$ cat config.mk
export PLATFORM = sky130hd
export DESIGN_NAME = ddrw_write_port
export DESIGN_NICKNAME = d
export VERILOG_FILES = /design/src/ddrw_pkg.sv /design/src/ddrw_lane_merge.sv /design/src/ddrw_pair_buf.sv /design/src/ddrw_write_port.sv
export SDC_FILE = /design/constraint.sdc
export NUM_CORES = 2
export LEC_CHECK = 0
export BUFFER_PORTS_ARGS = -buffer_cell sky130_fd_sc_hd__buf_4
export CAP_MARGIN = 20
export CORE_ASPECT_RATIO = 1.4
export CORE_MARGIN = 5
export CORE_UTILIZATION = 65
export DETAILED_ROUTE_END_ITERATION = 16
export PLACE_DENSITY_LB_ADDON = 0.1
export SETUP_SLACK_MARGIN = 0.3
export SLEW_MARGIN = 20
export SYNTH_ARGS = -nofsm -noshare
export SYNTH_HDL_FRONTEND = slang
export SYNTH_HIERARCHICAL = 1
export SYNTH_SLANG_ARGS = --single-unit
$ cat constraint.sdc
create_clock -name CLK_SYS -period 7.8 [get_ports CLK_SYS]
set_input_delay 0 -clock CLK_SYS [delete_from_list [all_inputs] [get_ports CLK_SYS]]
set_output_delay 0 -clock CLK_SYS [all_outputs]
set_load 0.02 [all_outputs]
$ cat src/ddrw_pkg.sv
// Shared constants, types and state codes for the DDR SRAM write-port byte-lane masking block.
package ddrw_pkg;

  // Data path geometry: up to four nine-bit byte lanes.
  localparam int LANE_W = 9;
  localparam int LANES  = 4;
  localparam int DATA_W = LANE_W * LANES;

  // Modelled array depth; the location index addresses a pair of burst words.
  localparam int ADDR_W = 4;
  localparam int IDX_W  = ADDR_W + 1;
  localparam int WORDS  = 2 ** IDX_W;

  // Organisation strap codes.
  localparam logic [1:0] ORG_X9  = 2'h0;
  localparam logic [1:0] ORG_X18 = 2'h1;
  localparam logic [1:0] ORG_X36 = 2'h2;

  // Lane select patterns, active low.
  localparam logic [LANES-1:0] SEL_NONE = 4'hF;
  localparam logic [LANES-1:0] SEL_ALL  = 4'h0;

  // Burst word positions inside a location.
  localparam logic WORD_FIRST  = 1'h0;
  localparam logic WORD_SECOND = 1'h1;

  // Pins from the memory controller, sampled together.
  typedef struct packed {
    logic              k;
    logic              k_b;
    logic              c;
    logic              c_b;
    logic              write_port_select_n;
    logic              read_port_select_n;
    logic [LANES-1:0]  byte_lane_write_select_n;
    logic [1:0]        org;
    logic [ADDR_W-1:0] addr;
    logic [DATA_W-1:0] d;
  } ddrw_pins_t;

  // One captured write burst: base location and two words with lane selects.
  typedef struct packed {
    logic [ADDR_W-1:0] addr;
    logic [DATA_W-1:0] d0;
    logic [LANES-1:0]  sel0_n;
    logic [DATA_W-1:0] d1;
    logic [LANES-1:0]  sel1_n;
  } ddrw_burst_t;

  typedef enum logic [2:0] {
    W_IDLE    = 3'h1,
    W_WAIT_KB = 3'h2,
    W_HOLD    = 3'h4
  } ddrw_wr_state_t;

  typedef enum logic [2:0] {
    D_IDLE  = 3'h1,
    D_WORD0 = 3'h2,
    D_WORD1 = 3'h4
  } ddrw_drain_state_t;

  typedef enum logic [4:0] {
    R_IDLE     = 5'h01,
    R_WAIT_K   = 5'h02,
    R_WAIT_CB  = 5'h04,
    R_WAIT_C   = 5'h08,
    R_WAIT_END = 5'h10
  } ddrw_rd_state_t;

endpackage

$ cat src/ddrw_lane_merge.sv
// One byte lane of the write merge: new data where selected, old contents otherwise.
`timescale 1ns/100ps
module ddrw_lane_merge #(
  parameter int W = 9
) (
  input  wire logic [W-1:0] old_data,
  input  wire logic [W-1:0] new_data,
  input  wire logic         sel_n,
  output logic [W-1:0]      merged
);

  // A deselected lane passes the stored bits back unchanged.
  assign merged = sel_n ? old_data : new_data;

endmodule

$ cat src/ddrw_pair_buf.sv
// Two-entry first-in first-out buffer with valid and ready on both sides.
`timescale 1ns/100ps
module ddrw_pair_buf #(
  parameter int W = 8
) (
  input  wire logic         clk,
  input  wire logic         rst_b,
  input  wire logic         in_valid,
  output logic              in_ready,
  input  wire logic [W-1:0] in_data,
  output logic              out_valid,
  input  wire logic         out_ready,
  output logic [W-1:0]      out_data
);

  logic [W-1:0] slot_reg [0:1];
  logic         wr_ptr_reg;
  logic         rd_ptr_reg;
  logic [1:0]   count_reg;
  logic         push;
  logic         pop;

  // Full and empty come straight from the occupancy count.
  assign in_ready  = (count_reg != 2'h2);
  assign out_valid = (count_reg != 2'h0);
  assign out_data  = slot_reg[rd_ptr_reg];
  assign push      = in_valid && in_ready;
  assign pop       = out_valid && out_ready;

  // Slot storage is written only on a push.
  always_ff @(posedge clk or negedge rst_b) begin
    if (!rst_b) begin
      slot_reg[0] <= '0;
      slot_reg[1] <= '0;
    end else if (push) begin
      slot_reg[wr_ptr_reg] <= in_data;
    end
  end

  // Pointers and count; a push and pop together keep the count.
  always_ff @(posedge clk or negedge rst_b) begin
    if (!rst_b) begin
      wr_ptr_reg <= 1'h0;
      rd_ptr_reg <= 1'h0;
      count_reg  <= 2'h0;
    end else begin
      if (push) begin
        wr_ptr_reg <= ~wr_ptr_reg;
      end
      if (pop) begin
        rd_ptr_reg <= ~rd_ptr_reg;
      end
      if (push && !pop) begin
        count_reg <= count_reg + 2'h1;
      end else if (pop && !push) begin
        count_reg <= count_reg - 2'h1;
      end
    end
  end

endmodule

$ cat src/ddrw_write_port.sv
// DDR SRAM write port with byte-lane masking, a small read port and the storage array.
`timescale 1ns/100ps
module ddrw_write_port (
  input  wire logic                          CLK_SYS,
  input  wire logic                          RST_B,
  input  wire logic                          K,
  input  wire logic                          K_B,
  input  wire logic                          C,
  input  wire logic                          C_B,
  input  wire logic [1:0]                    ORG_SEL,
  input  wire logic                          WRITE_PORT_SELECT_N,
  input  wire logic                          READ_PORT_SELECT_N,
  input  wire logic [ddrw_pkg::LANES-1:0]    BYTE_LANE_WRITE_SELECT_N,
  input  wire logic [ddrw_pkg::ADDR_W-1:0]   ADDR,
  input  wire logic [ddrw_pkg::DATA_W-1:0]   D,
  output logic      [ddrw_pkg::DATA_W-1:0]   Q,
  output logic                               Q_OE_B,
  output logic                               WRITE_BUSY
);

  ddrw_pkg::ddrw_pins_t        pins_raw;
  ddrw_pkg::ddrw_pins_t        pins_s1_reg;
  ddrw_pkg::ddrw_pins_t        pins_s2_reg;
  logic [3:0]                  clk_prev_reg;
  logic                        k_rise;
  logic                        kb_rise;
  logic                        c_rise;
  logic                        cb_rise;
  logic                        oref_rise;
  logic                        oref_b_rise;
  logic                        strap_done_reg;
  logic [1:0]                  strap_fill_reg;
  logic [3:0]                  strap_prev_reg;
  logic [1:0]                  org_reg;
  logic                        single_clk_reg;
  ddrw_pkg::ddrw_wr_state_t    w_state_reg;
  ddrw_pkg::ddrw_burst_t       burst_reg;
  logic                        buf_in_valid;
  logic                        buf_in_ready;
  ddrw_pkg::ddrw_burst_t       buf_out;
  logic                        buf_out_valid;
  logic                        buf_out_ready;
  ddrw_pkg::ddrw_drain_state_t d_state_reg;
  ddrw_pkg::ddrw_burst_t       cur_reg;
  logic [ddrw_pkg::DATA_W-1:0] mem_reg [0:ddrw_pkg::WORDS-1];
  logic [ddrw_pkg::IDX_W-1:0]  wr_idx;
  logic [ddrw_pkg::DATA_W-1:0] wr_data;
  logic [ddrw_pkg::LANES-1:0]  wr_sel_n;
  logic [ddrw_pkg::DATA_W-1:0] merged;
  logic                        wr_en;
  ddrw_pkg::ddrw_rd_state_t    r_state_reg;
  logic [ddrw_pkg::ADDR_W-1:0] raddr_reg;
  logic [ddrw_pkg::DATA_W-1:0] q0_reg;
  logic [ddrw_pkg::DATA_W-1:0] q1_reg;
  logic                        read_fetch;

  // Lane selects valid for the strapped organisation; unused lanes read as deselected.
  function automatic logic [ddrw_pkg::LANES-1:0] org_sel_n(
    input logic [1:0]                 org,
    input logic [ddrw_pkg::LANES-1:0] sel_n
  );
    logic [ddrw_pkg::LANES-1:0] res;
    res = ddrw_pkg::SEL_NONE;
    if (org == ddrw_pkg::ORG_X9) begin
      res[0] = sel_n[0];
    end else if (org == ddrw_pkg::ORG_X18) begin
      res[1:0] = sel_n[1:0];
    end else begin
      res = sel_n;
    end
    return res;
  endfunction

  // Bits of the data bus that exist in the strapped organisation.
  function automatic logic [ddrw_pkg::DATA_W-1:0] org_bits(input logic [1:0] org);
    logic [ddrw_pkg::DATA_W-1:0] res;
    res = '0;
    for (int i = 0; i < ddrw_pkg::LANES; i++) begin
      if (org_sel_n(org, ddrw_pkg::SEL_NONE ^ (ddrw_pkg::SEL_ALL | (4'h1 << i)))
          != ddrw_pkg::SEL_NONE) begin
        res[i*ddrw_pkg::LANE_W +: ddrw_pkg::LANE_W] = '1;
      end
    end
    return res;
  endfunction

  // Every pin crosses two flip-flops; the controller holds data steady around its edges.
  assign pins_raw = '{k: K, k_b: K_B, c: C, c_b: C_B,
                      write_port_select_n: WRITE_PORT_SELECT_N,
                      read_port_select_n: READ_PORT_SELECT_N,
                      byte_lane_write_select_n: BYTE_LANE_WRITE_SELECT_N,
                      org: ORG_SEL, addr: ADDR, d: D};

  always_ff @(posedge CLK_SYS or negedge RST_B) begin
    if (!RST_B) begin
      pins_s1_reg <= '0;
      pins_s2_reg <= '0;
    end else begin
      pins_s1_reg <= pins_raw;
      pins_s2_reg <= pins_s1_reg;
    end
  end

  // Previous clock levels for rising-edge detection, taken from the second stage only.
  always_ff @(posedge CLK_SYS or negedge RST_B) begin
    if (!RST_B) begin
      clk_prev_reg <= 4'h0;
    end else begin
      clk_prev_reg <= {pins_s2_reg.k, pins_s2_reg.k_b, pins_s2_reg.c, pins_s2_reg.c_b};
    end
  end

  assign k_rise  = pins_s2_reg.k && !clk_prev_reg[3];
  assign kb_rise = pins_s2_reg.k_b && !clk_prev_reg[2];
  assign c_rise  = pins_s2_reg.c && !clk_prev_reg[1];
  assign cb_rise = pins_s2_reg.c_b && !clk_prev_reg[0];

  // In single-clock mode the input pair stands in for the output pair.
  assign oref_rise   = single_clk_reg ? k_rise : c_rise;
  assign oref_b_rise = single_clk_reg ? kb_rise : cb_rise;

  // Straps are caught once the second stage has filled and held still for one edge.
  // Comparing against a copy of the second stage keeps the first stage private.
  always_ff @(posedge CLK_SYS or negedge RST_B) begin
    if (!RST_B) begin
      strap_fill_reg <= 2'h0;
      strap_prev_reg <= 4'h0;
      strap_done_reg <= 1'h0;
      org_reg        <= ddrw_pkg::ORG_X36;
      single_clk_reg <= 1'h0;
    end else begin
      strap_fill_reg <= {strap_fill_reg[0], 1'h1};
      strap_prev_reg <= {pins_s2_reg.org, pins_s2_reg.c, pins_s2_reg.c_b};
      if (!strap_done_reg && strap_fill_reg[1]
          && (strap_prev_reg == {pins_s2_reg.org, pins_s2_reg.c, pins_s2_reg.c_b})) begin
        strap_done_reg <= 1'h1;
        org_reg        <= pins_s2_reg.org;
        single_clk_reg <= pins_s2_reg.c && pins_s2_reg.c_b;
      end
    end
  end

  // Write capture: first word at the true rise, second word and address at the complement rise.
  always_ff @(posedge CLK_SYS or negedge RST_B) begin
    if (!RST_B) begin
      w_state_reg <= ddrw_pkg::W_IDLE;
      burst_reg   <= '0;
    end else begin
      case (w_state_reg)
        ddrw_pkg::W_IDLE: begin
          if (strap_done_reg && k_rise && !pins_s2_reg.write_port_select_n) begin
            burst_reg.d0     <= pins_s2_reg.d;
            burst_reg.sel0_n <= org_sel_n(org_reg, pins_s2_reg.byte_lane_write_select_n);
            w_state_reg      <= ddrw_pkg::W_WAIT_KB;
          end
        end
        ddrw_pkg::W_WAIT_KB: begin
          if (kb_rise) begin
            burst_reg.addr   <= pins_s2_reg.addr;
            burst_reg.d1     <= pins_s2_reg.d;
            // The second word's selects are sampled afresh, not reused.
            burst_reg.sel1_n <= org_sel_n(org_reg, pins_s2_reg.byte_lane_write_select_n);
            w_state_reg      <= ddrw_pkg::W_HOLD;
          end
        end
        ddrw_pkg::W_HOLD: begin
          if (buf_in_ready) begin
            w_state_reg <= ddrw_pkg::W_IDLE;
          end
        end
        default: begin
          w_state_reg <= ddrw_pkg::W_IDLE;
        end
      endcase
    end
  end

  // A full buffer holds the capture stage; a true rise meanwhile is not taken.
  assign buf_in_valid = (w_state_reg == ddrw_pkg::W_HOLD);

  ddrw_pair_buf #(
    .W ($bits(ddrw_pkg::ddrw_burst_t))
  ) u_burst_buf (
    .clk       (CLK_SYS),
    .rst_b     (RST_B),
    .in_valid  (buf_in_valid),
    .in_ready  (buf_in_ready),
    .in_data   (burst_reg),
    .out_valid (buf_out_valid),
    .out_ready (buf_out_ready),
    .out_data  (buf_out)
  );

  // The array read for a read fetch wins the cycle; the drain waits for it.
  assign read_fetch    = (r_state_reg == ddrw_pkg::R_WAIT_K) && k_rise;
  assign buf_out_ready = (d_state_reg == ddrw_pkg::D_IDLE) && !read_fetch;

  // Drain: base location first, the next sequential location second.
  always_ff @(posedge CLK_SYS or negedge RST_B) begin
    if (!RST_B) begin
      d_state_reg <= ddrw_pkg::D_IDLE;
      cur_reg     <= '0;
    end else begin
      case (d_state_reg)
        ddrw_pkg::D_IDLE: begin
          if (buf_out_valid && buf_out_ready) begin
            cur_reg     <= buf_out;
            d_state_reg <= ddrw_pkg::D_WORD0;
          end
        end
        ddrw_pkg::D_WORD0: begin
          d_state_reg <= ddrw_pkg::D_WORD1;
        end
        ddrw_pkg::D_WORD1: begin
          d_state_reg <= ddrw_pkg::D_IDLE;
        end
        default: begin
          d_state_reg <= ddrw_pkg::D_IDLE;
        end
      endcase
    end
  end

  // Word steering for the current drain step.
  always_comb begin
    wr_idx   = {cur_reg.addr, ddrw_pkg::WORD_FIRST};
    wr_data  = cur_reg.d0;
    wr_sel_n = cur_reg.sel0_n;
    if (d_state_reg == ddrw_pkg::D_WORD1) begin
      wr_idx   = {cur_reg.addr, ddrw_pkg::WORD_SECOND};
      wr_data  = cur_reg.d1;
      wr_sel_n = cur_reg.sel1_n;
    end
  end

  // A word with every lane deselected never touches the array.
  assign wr_en = ((d_state_reg == ddrw_pkg::D_WORD0) || (d_state_reg == ddrw_pkg::D_WORD1))
                 && (wr_sel_n != ddrw_pkg::SEL_NONE);

  // Per-lane merge against the stored word, so masking costs no extra external cycle.
  for (genvar i = 0; i < ddrw_pkg::LANES; i++) begin : g_lane
    ddrw_lane_merge #(
      .W (ddrw_pkg::LANE_W)
    ) u_merge (
      .old_data (mem_reg[wr_idx][i*ddrw_pkg::LANE_W +: ddrw_pkg::LANE_W]),
      .new_data (wr_data[i*ddrw_pkg::LANE_W +: ddrw_pkg::LANE_W]),
      .sel_n    (wr_sel_n[i]),
      .merged   (merged[i*ddrw_pkg::LANE_W +: ddrw_pkg::LANE_W])
    );
  end

  // Storage array in flip-flops.
  always_ff @(posedge CLK_SYS or negedge RST_B) begin
    if (!RST_B) begin
      for (int j = 0; j < ddrw_pkg::WORDS; j++) begin
        mem_reg[j] <= '0;
      end
    end else if (wr_en) begin
      mem_reg[wr_idx] <= merged;
    end
  end

  // Read port: latch at a true rise, fetch at the next, launch on the output clock pair, or on the input pair in single-clock mode.
  always_ff @(posedge CLK_SYS or negedge RST_B) begin
    if (!RST_B) begin
      r_state_reg <= ddrw_pkg::R_IDLE;
      raddr_reg   <= '0;
      q0_reg      <= '0;
      q1_reg      <= '0;
      Q           <= '0;
      Q_OE_B      <= 1'h1;
    end else begin
      case (r_state_reg)
        ddrw_pkg::R_IDLE: begin
          if (strap_done_reg && k_rise && !pins_s2_reg.read_port_select_n) begin
            raddr_reg   <= pins_s2_reg.addr;
            r_state_reg <= ddrw_pkg::R_WAIT_K;
          end
        end
        ddrw_pkg::R_WAIT_K: begin
          if (k_rise) begin
            q0_reg      <= mem_reg[{raddr_reg, ddrw_pkg::WORD_FIRST}] & org_bits(org_reg);
            q1_reg      <= mem_reg[{raddr_reg, ddrw_pkg::WORD_SECOND}] & org_bits(org_reg);
            r_state_reg <= ddrw_pkg::R_WAIT_CB;
          end
        end
        ddrw_pkg::R_WAIT_CB: begin
          if (oref_b_rise) begin
            Q           <= q0_reg;
            Q_OE_B      <= 1'h0;
            r_state_reg <= ddrw_pkg::R_WAIT_C;
          end
        end
        ddrw_pkg::R_WAIT_C: begin
          if (oref_rise) begin
            Q           <= q1_reg;
            r_state_reg <= ddrw_pkg::R_WAIT_END;
          end
        end
        ddrw_pkg::R_WAIT_END: begin
          if (oref_b_rise) begin
            Q_OE_B      <= 1'h1;
            r_state_reg <= ddrw_pkg::R_IDLE;
          end
        end
        default: begin
          r_state_reg <= ddrw_pkg::R_IDLE;
        end
      endcase
    end
  end

  // Busy while any burst is held, buffered or being written.
  always_ff @(posedge CLK_SYS or negedge RST_B) begin
    if (!RST_B) begin
      WRITE_BUSY <= 1'h0;
    end else begin
      WRITE_BUSY <= (w_state_reg != ddrw_pkg::W_IDLE) || buf_out_valid
                    || (d_state_reg != ddrw_pkg::D_IDLE);
    end
  end

  // Checking helpers: the last array write and the bits it had to keep.
  logic                        hlp_valid_reg;
  logic [ddrw_pkg::IDX_W-1:0]  hlp_idx_reg;
  logic [ddrw_pkg::DATA_W-1:0] hlp_old_reg;
  logic [ddrw_pkg::DATA_W-1:0] hlp_new_reg;
  logic [ddrw_pkg::LANES-1:0]  hlp_sel_reg;
  logic [ddrw_pkg::DATA_W-1:0] hlp_keep;

  always_ff @(posedge CLK_SYS or negedge RST_B) begin
    if (!RST_B) begin
      hlp_valid_reg <= 1'h0;
      hlp_idx_reg   <= '0;
      hlp_old_reg   <= '0;
      hlp_new_reg   <= '0;
      hlp_sel_reg   <= ddrw_pkg::SEL_NONE;
    end else begin
      hlp_valid_reg <= wr_en;
      hlp_idx_reg   <= wr_idx;
      hlp_old_reg   <= mem_reg[wr_idx];
      hlp_new_reg   <= wr_data;
      hlp_sel_reg   <= wr_sel_n;
    end
  end

  always_comb begin
    hlp_keep = '0;
    for (int i = 0; i < ddrw_pkg::LANES; i++) begin
      hlp_keep[i*ddrw_pkg::LANE_W +: ddrw_pkg::LANE_W] = {ddrw_pkg::LANE_W{hlp_sel_reg[i]}};
    end
  end
endmodule

==> flow_summary_export.csv <==
group,metric,value,unit
setup_path,r2r_slack,2980,ps
clocking,htreeDepth,4,
setup_path,crit_fanout,27,
global_routing,antenna_found_initial,5,
finish,final_area,92100,um^2
drt,drt_iter0_drc,4511,
sta,fin_ws,2977,ps
flow_run,max_cap_viol_count,0,
die,ios,92,
sta,finalSetupTns,0,ps
sta,rsz0062_at_grt,"false",
finish,layout_commonest_cell,"dfrtp_1",
setup_path,worst-r2r-cell-count,7,
pwr,ir_drop,0.2549,mV
synthesis,synth-seq-area-share,51.67,%
drt,drt-total-wl,224100,um
pwr,clockPowerShare,38.9,%
finish,n_fill_cell,8342,
drt,wl_met3,17740,um
clocking,clk_pin_slew,70,ps
pwr,power_frac_comb,15.3,%
synthesis,synth.distinct_cells,55,
synthesis,async_reset_ff_share,100.0,%
setup_path,crit_arrival,5510,ps
sta,layout_min_cycle_time,4823,ps
global_routing,grt_pass1_wl,340100,um
sta,timing.fmax,207.4,MHz
global_routing,grt_pass1_vias,52560,
global_routing,grtUsageTotal,33.47,%
synthesis,synth_area,83940,um^2
setup_path,worst_ep_required_time,8490,ps
synthesis,syn-num-nets,5346,
drt,drcViolationCount,0,
clocking,root_buffer,"clkbuf_16",
drt,avgRoutedWirePerCell,31.84,um
clocking,cts_buffer_depth,3,
finish,area_delta_synth_final,9.714,%
pwr,p_leak,43.05,nW
clocking,insertion_delay,820,ps
sta,final-setup-viol-count,0,
die,dieArea,136500,um^2
pwr,swShare,27.61,%
finish,layout.nets,5305,
place,place_hpwl,124800,um
die,start_util,65.16,%
drt,route.met2.wl,110500,um
place,port-buffer-count,91,
setup_path,cp-end-kind,"flip-flop",
drt,top_layer,"met5",
sta,worst_pin_slew,1176,ps
min_path,min_path_type,"input pin to asynchronous set/reset pin",
drt,via_per_inst,6.930,
setup_path,regToRegEndpoint,"mem_reg[784]",
finish,final_cells,7038,
finish,layout-drive-gt1-share,50.54,%
sta,relSlewSlack,21.51,%
die,fp-row-count,156,
pwr,pwr_density_cell,228.4,nW/um^2
place,dp_slack,3137,ps
sta,finalMaxSlewViolations,0,
global_routing,grt_max_degree,177,
place,placed_cells,6633,
finish,final_cell_mix,"dfrtp_1 (1722), mux2_2 (1332), mux4_2 (607)",
die,core,128800,um^2
place,placed_area,85500,um^2
die,die_width,313.7,um
synthesis,synth_seq_cells,1733,
synthesis,yosys_warnings,6,
pwr,intPower,15.22,mW
drt,wl_met1,84840,um
place,globalplace.congestion,0.8271,
synthesis,synth-edff-count,0,
sta,fin_crit_sh,61.83,%
setup_path,start_kind,"flip-flop",
drt,num_vias,48770,
sta,timing.final.hold_violations,0,
sta,fin_skew,22.58,ps
clocking,cts_buffers,163,
setup_path,crit_type,"flip-flop to flip-flop",
pwr,p_switching,5.808,mW
drt,ant_nets,0,
clocking,cts_sinks,1733,
pwr,pwr-share-seq,45.9,%
die,die_y,435.2,um
finish,largest_register_ffs,1152,
synthesis,synth_ff_type,"dfrtp_1",
synthesis,syn_avg_cell_area,15.87,um^2
status,status,"finished clean",
drt,drt_pass1_iterations,6,
global_routing,grt_overflow_total,0,
setup_path,r2r-start,"cur_reg[82]",
clocking,cts_setup_buffers,0,
finish,fin_util,71.49,%
synthesis,synth_cells,5289,
clocking,tritoncts,"built",
==> layout make-up <==
cell class	instances	area (um^2)	share of cell area (%)
multi-input cells	3061	38500	41.81
repair buffers	280	2633	2.858
clock buffers	236	4780	5.190
well taps	1659	2076	2.254
flip-flops and latches	1733	43400	47.12
inverters	9	33.78	0.03668
clock inverters	59	675.6	0.7336
diodes	1	2.502	0.002717
==> stage by stage <==
stage	hold WS [ps]	power, mW
final	11.99	21.03
after global routing	87.38	21.73
after CTS	48.93	21.16
after detailed placement	66.03	13.00
after global placement	65.31	12.95
after floorplan	-295.6	11.94
==> worst max path at each step <==
stage	from	endpoint	slack (ps)	cells past startpoint
2_1_floorplan	d_state_reg[1]	mem_reg[1108]	4540	10
3_3_place_gp	cur_reg[82]	mem_reg[787]	3110	7
3_5_place_dp	d_state_reg[1]	mem_reg[1115]	3140	7
4_1_cts	d_state_reg[1]	mem_reg[1108]	3120	7
5_1_grt	d_state_reg[1]	mem_reg[1108]	2970	7
6_report	cur_reg[82]	mem_reg[784]	2980	7
==> critical path: stages, from the launching register on <==
cell and delay, ps:
dfrtp_1 720, nand2b_1 500, nor2_4 950, buf_4 580, nand3_1 200, nor2_4 490
buf_4 740, mux2_2 420
==> timing repair <==
| item | 4_1_cts | 5_1_grt |
|---|---|---|
| endpoints found under the setup margin | 0 | 0 |
| endpoints found under the hold margin | 475 | 0 |
| gates resized for setup | 0 | 0 |
| hold buffers | 106 | 0 |
==> metal layers <==
metal,global-route usage [%],vias up
li1,-,19960
met1,43.67,26380
met2,54.09,1890
met3,8.744,536
met4,14.16,4
met5,0,-
==> cells by family after synthesis <==
family | count (synthesis) | share of synthesized area [%]
AND/OR/NAND/NOR | 454 | 2.637
multiplexers | 2340 | 40.56
flip-flops | 1733 | 51.67
other | 1 | 0.004467
buffers and inverters | 495 | 2.869
XOR/XNOR | 8 | 0.08346
AO/OA/AOI/OAI | 255 | 2.127
adder cells (fa/ha/maj) | 3 | 0.04472
==> Yosys cell counts (9+ instances only) <==
cell      instances  share of area (%)
o22ai_1          19               0.14
buf_2           102               0.61
nand3_1          53               0.32
o221ai_1         18               0.19
nand4_1          37               0.28
nand2_1         219               0.98
mux4_2          607                 16
buf_12           14               0.33
mux2_4          272                4.9
buf_4            10              0.089
o21ai_0          11              0.066
a22oi_1         132                1.2
nor2_1           67               0.30
a21o_1           18               0.16
dfrtp_1        1728                 52
and3_1            9              0.067
mux2_2         1332                 18
a21oi_1          48               0.29
buf_1            75               0.34
mux2i_1         125                1.5
clkbuf_1        264                1.2
buf_6            21               0.28
==> power by group through the flow <==
stage	clock network, mW	registers [mW]	logic [mW]
final	8.17	9.65	3.21
after global routing	8.65	9.69	3.39
after detailed placement	0	9.82	3.18
after CTS	8.28	9.65	3.23
after global placement	0	9.80	3.15
after floorplan	0	9.57	2.37
Power figures use the tool's default switching activity.
